### src/design/bbx_alu.sv
// constants package and the 8-bit add/and datapath of the byte and branch executor
`timescale 1ns/1ps
`default_nettype none

package bbx_pkg;
  // register byte offsets on the ahb-lite window
  localparam logic [7:0] OFS_INSTR = 8'h00;
  localparam logic [7:0] OFS_WREG = 8'h04;
  localparam logic [7:0] OFS_STAT = 8'h08;
  localparam logic [7:0] OFS_BANK = 8'h0c;
  localparam logic [7:0] OFS_PC = 8'h10;
  localparam logic [7:0] OFS_CFG = 8'h14;
  localparam logic [7:0] OFS_IDXB = 8'h18;
  localparam logic [7:0] OFS_INFO = 8'h1c;
  // widths
  localparam int PC_W = 21;
  localparam int DA_W = 12;
  localparam int BANK_W = 4;
  // status flag positions
  localparam int FLG_C = 0;
  localparam int FLG_DC = 1;
  localparam int FLG_Z = 2;
  localparam int FLG_OV = 3;
  localparam int FLG_N = 4;
  localparam int FLG_W = 5;
  // instruction word fields
  localparam int DEST_BIT = 9;
  localparam int ACC_BIT = 8;
  localparam logic [15:0] ADDC_MASK = 16'hfc00;
  localparam logic [15:0] ADDC_MATCH = 16'h2000;
  localparam logic [15:0] ANDF_MASK = 16'hfc00;
  localparam logic [15:0] ANDF_MATCH = 16'h1400;
  localparam logic [15:0] ANDL_MASK = 16'hff00;
  localparam logic [15:0] ANDL_MATCH = 16'h0b00;
  localparam logic [15:0] BRC_MASK = 16'hff00;
  localparam logic [15:0] BRC_MATCH = 16'he200;
  // addressing
  localparam logic [7:0] IDX_LIMIT = 8'h5f;
  localparam logic [7:0] ACC_SPLIT = 8'h80;
  localparam logic [3:0] ACC_HI_BANK = 4'hf;
  localparam logic [3:0] ACC_LO_BANK = 4'h0;
  // pc step, reset values and info cycle counts
  localparam logic [20:0] PC_STEP = 21'h000002;
  localparam logic [20:0] PC_RST = 21'h000000;
  localparam logic [7:0] BYTE_ZERO = 8'h00;
  localparam logic [1:0] CYC_ONE = 2'h1;
  localparam logic [1:0] CYC_TWO = 2'h2;
  // info and cfg register fields
  localparam int INFO_BUSY = 0;
  localparam int INFO_CYC_LO = 1;
  localparam int INFO_BAD = 3;
  localparam int CFG_EXT = 0;
  // execution states, one-hot
  typedef enum logic [8:0] {
    ST_IDLE = 9'h001,
    ST_Q1 = 9'h002,
    ST_Q2 = 9'h004,
    ST_Q3 = 9'h008,
    ST_Q4 = 9'h010,
    ST_N1 = 9'h020,
    ST_N2 = 9'h040,
    ST_N3 = 9'h080,
    ST_N4 = 9'h100
  } bbx_state_t;
endpackage

module bbx_alu (
  // operands
  input wire logic [7:0] acc_i,
  input wire logic [7:0] opnd_i,
  input wire logic carry_i,
  input wire logic sel_add_i,
  // results
  output logic [7:0] res_o,
  output logic c_o,
  output logic dc_o,
  output logic ov_o,
  output logic n_o,
  output logic z_o
);
  logic [8:0] sum9;
  logic [4:0] nib5;
  logic [7:0] and8;

  assign sum9 = {1'b0, acc_i} + {1'b0, opnd_i} + {8'h00, carry_i};
  assign nib5 = {1'b0, acc_i[3:0]} + {1'b0, opnd_i[3:0]} + {4'h0, carry_i};
  assign and8 = acc_i & opnd_i;
  assign res_o = sel_add_i ? sum9[7:0] : and8;
  assign c_o = sum9[8];
  assign dc_o = nib5[4];
  assign ov_o = (acc_i[7] == opnd_i[7]) && (sum9[7] != acc_i[7]);
  assign n_o = res_o[7];
  assign z_o = (res_o == 8'h00);
endmodule

`default_nettype wire

### src/design/bbx_exec.sv
// byte and branch instruction executor with ahb-lite register window
`timescale 1ns/1ps
`default_nettype none

module bbx_exec (
  // clock and reset
  input wire logic sys_clk_i,
  input wire logic sys_rst_i,
  // ahb-lite slave
  input wire logic hsel_i,
  input wire logic [31:0] haddr_i,
  input wire logic [1:0] htrans_i,
  input wire logic hwrite_i,
  input wire logic [2:0] hsize_i,
  input wire logic [31:0] hwdata_i,
  input wire logic hready_i,
  output logic [31:0] hrdata_o,
  output logic hreadyout_o,
  output logic hresp_o,
  // data memory port, combinational read
  output logic [11:0] dmem_addr_o,
  output logic [7:0] dmem_wdata_o,
  output logic dmem_we_o,
  input wire logic [7:0] dmem_rdata_i,
  // status
  output logic busy_o
);

  ////////////////////////////////////////////////////////////////////////////
  // functions

  function automatic logic op_match(input logic [15:0] word, input logic [15:0] mask,
                                    input logic [15:0] match);
    op_match = ((word & mask) == match);
  endfunction

  ////////////////////////////////////////////////////////////////////////////
  // state

  bbx_pkg::bbx_state_t state_r;
  bbx_pkg::bbx_state_t state_nxt;
  logic [15:0] ir_r;
  logic [7:0] w_r;
  logic [bbx_pkg::FLG_W-1:0] stat_r;
  logic [bbx_pkg::BANK_W-1:0] bank_r;
  logic [bbx_pkg::PC_W-1:0] pc_r;
  logic ext_r;
  logic [bbx_pkg::DA_W-1:0] idxb_r;
  logic [7:0] opnd_r;
  logic [7:0] res_r;
  logic [bbx_pkg::FLG_W-1:0] flg_r;
  logic taken_r;
  logic bad_r;
  logic [1:0] cyc_r;
  logic [11:0] dmem_addr_r;
  logic [7:0] dmem_wdata_r;
  logic dmem_we_r;
  logic busy_r;
  // ahb pipeline
  logic a_valid_r;
  logic a_write_r;
  logic [7:0] a_addr_r;
  logic [31:0] hrdata_r;
  logic hreadyout_r;
  logic hresp_r;

  ////////////////////////////////////////////////////////////////////////////
  // decode

  logic is_addc;
  logic is_andf;
  logic is_andl;
  logic is_brc;
  logic is_file;
  logic dest_file;
  logic acc_bit;
  logic [7:0] fadr;
  logic use_idx;
  logic [11:0] ea;
  logic [bbx_pkg::PC_W-1:0] br_off;
  logic [bbx_pkg::PC_W-1:0] br_target;

  assign is_addc = op_match(ir_r, bbx_pkg::ADDC_MASK, bbx_pkg::ADDC_MATCH);
  assign is_andf = op_match(ir_r, bbx_pkg::ANDF_MASK, bbx_pkg::ANDF_MATCH);
  assign is_andl = op_match(ir_r, bbx_pkg::ANDL_MASK, bbx_pkg::ANDL_MATCH);
  assign is_brc = op_match(ir_r, bbx_pkg::BRC_MASK, bbx_pkg::BRC_MATCH);
  assign is_file = is_addc || is_andf;
  assign dest_file = ir_r[bbx_pkg::DEST_BIT];
  assign acc_bit = ir_r[bbx_pkg::ACC_BIT];
  assign fadr = ir_r[7:0];
  // indexed mode wins over the access bank only for the low part of it
  assign use_idx = !acc_bit && ext_r && (fadr <= bbx_pkg::IDX_LIMIT);
  assign ea = use_idx ? (idxb_r + {4'h0, fadr})
            : acc_bit ? {bank_r, fadr}
            : (fadr < bbx_pkg::ACC_SPLIT) ? {bbx_pkg::ACC_LO_BANK, fadr}
            : {bbx_pkg::ACC_HI_BANK, fadr};
  // pc_r already holds the incremented pc when this is used
  assign br_off = {{(bbx_pkg::PC_W-9){ir_r[7]}}, ir_r[7:0], 1'b0};
  assign br_target = pc_r + br_off;

  ////////////////////////////////////////////////////////////////////////////
  // alu

  logic [7:0] alu_res;
  logic alu_c;
  logic alu_dc;
  logic alu_ov;
  logic alu_n;
  logic alu_z;
  logic [bbx_pkg::FLG_W-1:0] flg_add;
  logic [bbx_pkg::FLG_W-1:0] flg_and;

  bbx_alu u_alu (
    .acc_i(w_r),
    .opnd_i(opnd_r),
    .carry_i(stat_r[bbx_pkg::FLG_C]),
    .sel_add_i(is_addc),
    .res_o(alu_res),
    .c_o(alu_c),
    .dc_o(alu_dc),
    .ov_o(alu_ov),
    .n_o(alu_n),
    .z_o(alu_z)
  );

  // flag vectors ordered n, ov, z, dc, c
  assign flg_add = {alu_n, alu_ov, alu_z, alu_dc, alu_c};
  assign flg_and = {alu_n, stat_r[bbx_pkg::FLG_OV], alu_z,
                    stat_r[bbx_pkg::FLG_DC], stat_r[bbx_pkg::FLG_C]};

  ////////////////////////////////////////////////////////////////////////////
  // ahb-lite decode

  logic a_take;
  logic wr_now;
  logic rd_now;
  logic sw_wr;
  logic start;
  logic [31:0] rd_mux;

  assign a_take = hsel_i && htrans_i[1] && hready_i;
  assign wr_now = a_valid_r && a_write_r;
  assign rd_now = a_valid_r && !a_write_r && !hreadyout_r;
  // software writes are dropped while an instruction runs
  assign sw_wr = wr_now && !busy_r;
  assign start = sw_wr && (a_addr_r == bbx_pkg::OFS_INSTR);

  assign rd_mux =
    (a_addr_r == bbx_pkg::OFS_INSTR) ? {16'h0000, ir_r} :
    (a_addr_r == bbx_pkg::OFS_WREG) ? {24'h000000, w_r} :
    (a_addr_r == bbx_pkg::OFS_STAT) ? {27'h0000000, stat_r} :
    (a_addr_r == bbx_pkg::OFS_BANK) ? {28'h0000000, bank_r} :
    (a_addr_r == bbx_pkg::OFS_PC) ? {11'h000, pc_r} :
    (a_addr_r == bbx_pkg::OFS_CFG) ? {31'h00000000, ext_r} :
    (a_addr_r == bbx_pkg::OFS_IDXB) ? {20'h00000, idxb_r} :
    (a_addr_r == bbx_pkg::OFS_INFO) ? {28'h0000000, bad_r, cyc_r, busy_r} :
    32'h00000000;

  always_ff @(posedge sys_clk_i) begin
    if (sys_rst_i) begin
      a_valid_r <= 1'b0;
      a_write_r <= 1'b0;
      a_addr_r <= 8'h00;
    end else if (a_take) begin
      a_valid_r <= 1'b1;
      a_write_r <= hwrite_i;
      a_addr_r <= haddr_i[7:0];
    end else if (wr_now || rd_now) begin
      a_valid_r <= 1'b0;
    end
  end

  // reads take one wait state so that hrdata comes from a flop
  always_ff @(posedge sys_clk_i) begin
    if (sys_rst_i) begin
      hreadyout_r <= 1'b1;
      hrdata_r <= 32'h00000000;
      hresp_r <= 1'b0;
    end else if (a_take && !hwrite_i) begin
      hreadyout_r <= 1'b0;
    end else if (rd_now) begin
      hreadyout_r <= 1'b1;
      hrdata_r <= rd_mux;
    end
  end

  ////////////////////////////////////////////////////////////////////////////
  // quarter-phase sequencer

  always_comb begin
    state_nxt = state_r;
    case (state_r)
      bbx_pkg::ST_IDLE: state_nxt = start ? bbx_pkg::ST_Q1 : bbx_pkg::ST_IDLE;
      bbx_pkg::ST_Q1: state_nxt = bbx_pkg::ST_Q2;
      bbx_pkg::ST_Q2: state_nxt = bbx_pkg::ST_Q3;
      bbx_pkg::ST_Q3: state_nxt = bbx_pkg::ST_Q4;
      bbx_pkg::ST_Q4: state_nxt = taken_r ? bbx_pkg::ST_N1 : bbx_pkg::ST_IDLE;
      bbx_pkg::ST_N1: state_nxt = bbx_pkg::ST_N2;
      bbx_pkg::ST_N2: state_nxt = bbx_pkg::ST_N3;
      bbx_pkg::ST_N3: state_nxt = bbx_pkg::ST_N4;
      bbx_pkg::ST_N4: state_nxt = bbx_pkg::ST_IDLE;
      default: state_nxt = bbx_pkg::ST_IDLE;
    endcase
  end

  always_ff @(posedge sys_clk_i) begin
    if (sys_rst_i) begin
      state_r <= bbx_pkg::ST_IDLE;
      busy_r <= 1'b0;
    end else begin
      state_r <= state_nxt;
      busy_r <= (state_nxt != bbx_pkg::ST_IDLE);
    end
  end

  ////////////////////////////////////////////////////////////////////////////
  // instruction word and software-owned configuration

  always_ff @(posedge sys_clk_i) begin
    if (sys_rst_i) begin
      ir_r <= 16'h0000;
      bank_r <= bbx_pkg::ACC_LO_BANK;
      ext_r <= 1'b0;
      idxb_r <= 12'h000;
    end else if (sw_wr) begin
      if (a_addr_r == bbx_pkg::OFS_INSTR) ir_r <= hwdata_i[15:0];
      if (a_addr_r == bbx_pkg::OFS_BANK) bank_r <= hwdata_i[bbx_pkg::BANK_W-1:0];
      if (a_addr_r == bbx_pkg::OFS_CFG) ext_r <= hwdata_i[bbx_pkg::CFG_EXT];
      if (a_addr_r == bbx_pkg::OFS_IDXB) idxb_r <= hwdata_i[bbx_pkg::DA_W-1:0];
    end
  end

  ////////////////////////////////////////////////////////////////////////////
  // q1: address the operand, advance the pc

  always_ff @(posedge sys_clk_i) begin
    if (sys_rst_i) begin
      dmem_addr_r <= 12'h000;
    end else if (state_r == bbx_pkg::ST_Q1) begin
      dmem_addr_r <= ea;
    end
  end

  always_ff @(posedge sys_clk_i) begin
    if (sys_rst_i) begin
      pc_r <= bbx_pkg::PC_RST;
    end else if (state_r == bbx_pkg::ST_Q1) begin
      pc_r <= pc_r + bbx_pkg::PC_STEP;
    end else if (state_r == bbx_pkg::ST_Q4 && taken_r) begin
      pc_r <= br_target;
    end else if (sw_wr && a_addr_r == bbx_pkg::OFS_PC) begin
      pc_r <= hwdata_i[bbx_pkg::PC_W-1:0];
    end
  end

  ////////////////////////////////////////////////////////////////////////////
  // q2: read literal or file byte

  always_ff @(posedge sys_clk_i) begin
    if (sys_rst_i) begin
      opnd_r <= bbx_pkg::BYTE_ZERO;
    end else if (state_r == bbx_pkg::ST_Q2) begin
      opnd_r <= is_file ? dmem_rdata_i : ir_r[7:0];
    end
  end

  ////////////////////////////////////////////////////////////////////////////
  // q3: process, stage result, decide the branch

  always_ff @(posedge sys_clk_i) begin
    if (sys_rst_i) begin
      res_r <= bbx_pkg::BYTE_ZERO;
      flg_r <= '0;
      taken_r <= 1'b0;
    end else if (state_r == bbx_pkg::ST_Q3) begin
      res_r <= alu_res;
      flg_r <= is_addc ? flg_add : flg_and;
      taken_r <= is_brc && stat_r[bbx_pkg::FLG_C];
    end
  end

  // file write strobe stands through q4 so memory captures it at q4's end
  always_ff @(posedge sys_clk_i) begin
    if (sys_rst_i) begin
      dmem_we_r <= 1'b0;
      dmem_wdata_r <= bbx_pkg::BYTE_ZERO;
    end else if (state_r == bbx_pkg::ST_Q3) begin
      dmem_we_r <= is_file && dest_file;
      dmem_wdata_r <= alu_res;
    end else begin
      dmem_we_r <= 1'b0;
    end
  end

  ////////////////////////////////////////////////////////////////////////////
  // q4: write accumulator and flags

  logic q4;
  logic w_dest;
  logic flg_dest;

  assign q4 = (state_r == bbx_pkg::ST_Q4);
  assign w_dest = q4 && ((is_file && !dest_file) || is_andl);
  assign flg_dest = q4 && (is_file || is_andl);

  always_ff @(posedge sys_clk_i) begin
    if (sys_rst_i) begin
      w_r <= bbx_pkg::BYTE_ZERO;
    end else if (w_dest) begin
      w_r <= res_r;
    end else if (sw_wr && a_addr_r == bbx_pkg::OFS_WREG) begin
      w_r <= hwdata_i[7:0];
    end
  end

  always_ff @(posedge sys_clk_i) begin
    if (sys_rst_i) begin
      stat_r <= '0;
    end else if (flg_dest) begin
      stat_r <= flg_r;
    end else if (sw_wr && a_addr_r == bbx_pkg::OFS_STAT) begin
      stat_r <= hwdata_i[bbx_pkg::FLG_W-1:0];
    end
  end

  // cycle count of the last instruction, and unsupported-opcode marker
  always_ff @(posedge sys_clk_i) begin
    if (sys_rst_i) begin
      cyc_r <= 2'h0;
      bad_r <= 1'b0;
    end else if (q4) begin
      cyc_r <= taken_r ? bbx_pkg::CYC_TWO : bbx_pkg::CYC_ONE;
      bad_r <= !(is_file || is_andl || is_brc);
    end
  end

  ////////////////////////////////////////////////////////////////////////////
  // outputs

  assign hrdata_o = hrdata_r;
  assign hreadyout_o = hreadyout_r;
  assign hresp_o = hresp_r;
  assign dmem_addr_o = dmem_addr_r;
  assign dmem_wdata_o = dmem_wdata_r;
  assign dmem_we_o = dmem_we_r;
  assign busy_o = busy_r;

endmodule

`default_nettype wire

### config.mk
export PLATFORM = sky130hd
export DESIGN_NAME = bbx_exec
export DESIGN_NICKNAME = d
export VERILOG_FILES = /design/src/design/bbx_alu.sv /design/src/design/bbx_exec.sv
export SDC_FILE = /design/constraint.sdc
export NUM_CORES = 1
export LEC_CHECK = 0
export ABC_CLOCK_PERIOD_IN_PS = 2600
export BUFFER_PORTS_ARGS = -buffer_cell sky130_fd_sc_hd__buf_2
export CORE_MARGIN = 5
export CORE_UTILIZATION = 58
export CTS_CLUSTER_DIAMETER = 80
export DETAILED_ROUTE_END_ITERATION = 8
export HOLD_SLACK_MARGIN = 0.06
export PLACE_DENSITY = 0.91
export SLEW_MARGIN = 20
export SYNTH_ARGS = -nofsm -noshare
export SYNTH_HDL_FRONTEND = slang
export SYNTH_SLANG_ARGS = --single-unit
### constraint.sdc
create_clock -name sys_clk_i -period 2.6 [get_ports sys_clk_i]
set_input_delay 0.52 -clock sys_clk_i [delete_from_list [all_inputs] [get_ports sys_clk_i]]
set_output_delay 0.52 -clock sys_clk_i [all_outputs]
set_load 0.01 [all_outputs]
Word level (Yosys, flattened, before mapping)
Index checks and enable logic that the tools add are counted.

Reduce and logical (&&, ||, !) cells: 45. Bitwise operators: 3. $add $sub $neg: 7. Mux-type cells: 29. Equal/unequal tests: 22. $lt $le $gt $ge: 2.

Operator list (number): 21-bit two-way mux (8); 9-bit case mux with 8 select lines (1); 12-bit two-way mux (5); 8-bit by 5-bit == test with 1-bit output, second input constant (4); 8-bit two-way mux (4); 8-bit by 4-bit == test with 1-bit output, second input constant (3); 21-bit by 2-bit adder with 21-bit output, second input constant (1); 21-bit adder (1); 1-bit logical AND (20); 8-bit zero test (2); 12-bit by 8-bit adder with 12-bit output (1); 5-bit two-way mux (2); 2-bit AND reduction (5); 8-bit by 8-bit adder with 9-bit output (1); 9-bit by 1-bit adder with 9-bit output (1); 9-bit by 1-bit == test with 1-bit output, second input constant (1); 9-bit by 2-bit == test with 1-bit output, second input constant (1); 9-bit by 3-bit == test with 1-bit output, second input constant (1); 9-bit by 4-bit == test with 1-bit output, second input constant (1); 9-bit by 5-bit == test with 1-bit output, second input constant (1); 9-bit by 6-bit == test with 1-bit output, second input constant (1); 9-bit by 7-bit == test with 1-bit output, second input constant (1); 9-bit by 8-bit == test with 1-bit output, second input constant (1); 9-bit by 1-bit inequality test with 1-bit output, second input constant (1); 21 further kinds (40).

Word-level logic and storage cells: 130. Output and inout port bits: 56. Bits of input ports: 82. Flip-flop bits (word level): 158.

Logic depth before layout (Yosys ltp)
Word-level depth: 9. Gate-level depth with buffers: 9. Mapped depth without buffers: 9.

Hierarchy
A second synthesis with hierarchy kept.

Cell total of the unflattened synthesis: 1114. Area total of the unflattened synthesis: 8690.8 sq um.

Modules (own cells, without submodules): bbx_exec (area an instance 8154.1 sq um, instances 1, cells each 1043, seq. area each 2942.8 sq um); bbx_alu (area an instance 536.8 sq um, instances 1, cells each 71, seq. area each 0.0 sq um).

Worst setup path after synthesis
OpenSTA, ideal clock, no wires.

Kind: flip-flop to flip-flop. Start: register opnd_r[0]. End: register flg_r[2] (netlist name). Path buffers: 0. Data required time: 2.484 ns. Period minus slack after synthesis: 2.358 ns. Library setup time: 0.116 ns. Stages on the path, launching flop included: 10. Path slack: 0.242 ns. Arrival: 2.241 ns. Cell sequence: dfxtp_1 > inv_1 > fa_1 > fa_1 > nand2b_1 > a21oi_1 > o21ai_0 > nor3b_1 > o31a_1 > a41o_1.

Longest elaborated chain between the ends: 5. Elaborated cells on any way between the ends: 6. Those cells by class: 2 x add/sub; 2 x mux; 1 x bitwise; 1 x reduce/logical.

RTL lines: from (decl) (line bbx_exec.sv:49) `logic [7:0] opnd_r;`; from (signal assigned) (line bbx_exec.sv:261) `opnd_r <= bbx_pkg::BYTE_ZERO;`; from (signal assigned) (line bbx_exec.sv:263) `opnd_r <= is_file ? dmem_rdata_i : ir_r[7:0];`; 8-bit by 8-bit adder with 9-bit output (line bbx_alu.sv:85) `assign sum9 = {1'b0, acc_i} + {1'b0, opnd_i} + {8'h00, carry_i};`; 9-bit by 1-bit adder with 9-bit output (line bbx_alu.sv:85); 8-bit two-way mux * (line bbx_alu.sv:88) `assign res_o = sel_add_i ? sum9[7:0] : and8;`; 8-bit zero test * (line bbx_alu.sv:93) `assign z_o = (res_o == 8'h00);`; 4-bit two-way mux * (line bbx_exec.sv:277) `flg_r <= is_addc ? flg_add : flg_and;`; to (signal assigned) (line bbx_exec.sv:277); to (decl) (line bbx_exec.sv:51) `logic [bbx_pkg::FLG_W-1:0] flg_r;`.

Every way passes the cells marked *; elsewhere a longest branch is shown, timed or not. A chain may end at the register's enable or synchronous reset.

Final worst setup path
Ends and elaborated chain as after synthesis.

==> impl_metrics.tcl <==
set metrics [dict create \
    htree_levels 4 \
    instances_no_fill 1428 \
    p_leak_nw 4.149 \
    fmax_ghz 0.3954 \
    hold_viol 0 \
    start_util_pct 58.54 \
    nNetsFinal 1348 \
    grt_pass1_wl_um 46920 \
    gr-total-overflow 0 \
    post_cts_buffers 0 \
    place_congestion 1.009 \
    irDropWorstVdd_v 0.0004472 \
    track_usage_pct 32.83 \
    crit_path_max_fanout 3 \
    dr.pass1.iters 6 \
    area_growth_pct 16.53 \
    cts_buffers 17 \
    slew_headroom_pct 45.80 \
    power_switching_share_pct 23.74 \
    worstPathRequired_ns 2.93 \
    hold_path.class "input pin to flop" \
    cp_cell_sequence "inv_1 -> fa_1 -> fa_2 -> nand2b_1 -> a21oi_2 -> o21ai_1 -> nor3b_1 -> o31a_1 -> a41o_1" \
    startpoint_type "flop" \
    final-max-slew-violation-count 0 \
    drive_gt1_share_pct 17.51 \
    combinationalPowerShare_pct 4.5 \
    ys_ff_latch 146 \
    syn_inst 1119 \
    wl_um 29670 \
    setup_viol 0 \
    setup.worst_path.class "flop to flop" \
    dieArea_um2 17800 \
    pwr-share-seq_pct 47.0 \
    netlist_area_um2 8833 \
    vias 9500 \
    p_int_mw 3.654 \
    avgSynthCellArea_um2 7.894 \
    p_total_mw 4.791 \
    ios 138 \
    fin_hold_ws_ns 0.3303 \
    dieWidth_um 133.4 \
    viasPerCell 6.653 \
    finalCriticalPeriod_ns 2.529 \
    drt_first_iter_violations 1474 \
    end_kind "flop" \
    port_buffers 86 \
    placed_cells 1395 \
    powerDensity_nw_per_um2 465.5 \
    cts.repair.resized 0 \
    slowest_stage "fa_1" \
    grt_max_degree 130 \
    cts_hold_buf 0 \
    ys.warnings.count 0 \
    wl_per_cell_um 20.78 \
    n_fill_cell 1166 \
    ys_async_sr_fraction_pct 0 \
    post-dp-hpwl_um 21090 \
    insertion_delay_ns 0.43 \
    antenna_found_initial 0 \
    tns_ns 0 \
    switchingPower_mw 1.137 \
    synth_cell_types 81 \
    clock_sinks 146 \
    worstPathArrival_ns 2.86 \
    tightest_slew_ns 0.8095 \
    maxCapViolCount 0 \
    synthFlopType "dfxtp_1" \
    power_frac_clock_pct 48.5 \
    synth_edf_count 0 \
    cts.reportedPaths.clkPinSlew_ns 0.06 \
    fin_skew_ns 0.008416 \
    cts-root-buf "clkbuf_16" \
    fin_util_pct 68.22 \
    critPathMaxStageDelay_ns 0.46 \
    drc_errors 0 \
    coreArea_um2 15090 \
    outcome "finished, final reports clean" \
    rows 45 \
    fp.dieH_um 133.4 \
    cts_tree "done" \
    clock_path_buffers 2 \
    seq_area_frac_synth_pct 33.09 \
    min_period_over_period_pct 97.28 \
    grt_pass1_vias 9109 \
    antenna_left 0 \
]
## worst paths after layout
check | startpoint | to | slack, ns | depth (start not counted)
setup / recovery | opnd_r[0] | flg_r[2] | 0.07 | 9
setup reg to reg | opnd_r[0] | flg_r[2] | 0.07 | 9
hold / removal | haddr_i[5] | a_addr_r[5] | 0.33 | 3
hold reg to reg | hrdata_o[18] | hrdata_o[18] | 0.45 | 2
## layout by cell type, fill, tap and decap left out, types with 8 or more instances in the layout
cell | Yosys | layout
buf_4 | 15 | 70
xnor2_1 | 20 | 20
a22oi_1 | 12 | 12
mux2i_1 | 41 | 41
a31oi_1 | 8 | 8
a21o_1 | 11 | 11
and3_1 | 13 | 13
nand4_1 | 9 | 9
a21oi_1 | 114 | 113
buf_2 | 9 | 85
nand2_1 | 146 | 146
o21ai_0 | 49 | 48
xor2_1 | 12 | 12
conb_1 | 1 | 12
nor2_1 | 124 | 124
o21a_1 | 14 | 14
and2_1 | 9 | 9
a211oi_1 | 27 | 27
nand3_1 | 44 | 44
ha_1 | 36 | 36
clkbuf_16 | 0 | 17
inv_1 | 20 | 20
dfxtp_1 | 146 | 144
nor3_1 | 28 | 28
## final cells by class
class	instances	area, um2	share of cell area [%]
multi-input combinational	885	5530	53.73
sequential	146	2925	28.42
timing repair buffer	156	970.9	9.432
clock buffer	24	501.7	4.874
tap	188	235.2	2.285
inverter	20	75.07	0.7293
clock inverter	8	52.55	0.5105
antenna	1	2.502	0.02431
## flip-flops by register name, indices dropped and copies added, names as in the netlist, 4 cells and up
name and count:
flg_r 5, a_addr_r 8, opnd_r 8, bank_r 4, idxb_r 12, ir_r 16
w_r 8, hrdata_o 21, stat_r 5, dmem_wdata_o 7, state_r 9, dmem_addr_o 12
pc_r 21
## power groups by stage
stage / logic, mW / registers, mW / clock network [mW]
global placement: 0.204 / 2.30 / 0
global route: 0.226 / 2.25 / 2.44
detailed placement: 0.207 / 2.30 / 0
floorplan: 0.118 / 2.30 / 0
finish: 0.217 / 2.25 / 2.32
CTS: 0.208 / 2.25 / 2.32
## per-layer routing
layer  share of wire, %  GRT usage, %  vias up
li1                   -             -     4266
met1                 37         40.61     4421
met2                 44         50.85      652
met3                 13         10.16      161
met4                5.7         18.57        0
met5                  0             0        -
## cells by family (layout without fill, tap and decap cells)
group | after synthesis | after routing | synth area share, %
AO/OA/AOI/OAI | 315 | 315 | 22.97
buffers and inverters | 99 | 208 | 4.986
other | 1 | 13 | 0.04245
AND/OR/NAND/NOR | 437 | 437 | 23.68
adder cells (fa/ha/maj) | 40 | 40 | 6.006
multiplexers | 49 | 49 | 6.048
XOR/XNOR | 32 | 32 | 3.173
flip-flops | 146 | 146 | 33.09
## critical path: cells and delay by family (launching register included)
family | cells | cell delay (ns)
AOI/OAI and AO/OA | 4 | 0.85
adders and majority gates | 2 | 0.83
buffers and inverters | 1 | 0.07
DFF | 1 | 0.35
and+or+nand+nor | 2 | 0.33
## synth_stat cells (all sizes together) (6+ instances only)
| library cell | number | share of area, % |
|---|---|---|
| nand2b | 6 | 0.42 |
| and3 | 13 | 0.92 |
| nor3 | 28 | 1.6 |
| nand3 | 45 | 2.6 |
| a31oi | 8 | 0.57 |
| a22oi | 12 | 1.0 |
| o22ai | 6 | 0.42 |
| clkbuf | 53 | 2.3 |
| o211ai | 7 | 0.59 |
| xor2 | 12 | 1.2 |
| xnor2 | 20 | 2.0 |
| nand4 | 9 | 0.64 |
| buf | 26 | 1.9 |
| nor2 | 125 | 5.3 |
| nand2 | 146 | 6.2 |
| a21oi | 114 | 6.5 |
| o221ai | 7 | 0.69 |
| dfxtp | 146 | 33 |
| a211oi | 27 | 2.3 |
| and2 | 10 | 0.71 |
| nor4 | 8 | 1.1 |
| nor3b | 7 | 0.59 |
| ha | 36 | 5.1 |
| nor2b | 6 | 0.42 |
| a21o | 11 | 0.93 |
| inv | 20 | 0.85 |
| mux2i | 41 | 4.6 |
| or3 | 7 | 0.50 |
| o21a | 14 | 1.2 |
| a221oi | 7 | 0.69 |
| o21ai | 50 | 2.8 |
## through the flow
| stage | instance area, um2 | setup WS (ns) |
|---|---|---|
| after CTS | 10280 | 0.007175 |
| after detailed placement | 9722 | 0.07420 |
| after floorplan | 8875 | 0.2425 |
| final | 10290 | 0.07078 |
| after global routing | 10290 | -0.02091 |
| after global placement | 9722 | 0.07947 |
Power figures use the tool's default switching activity.
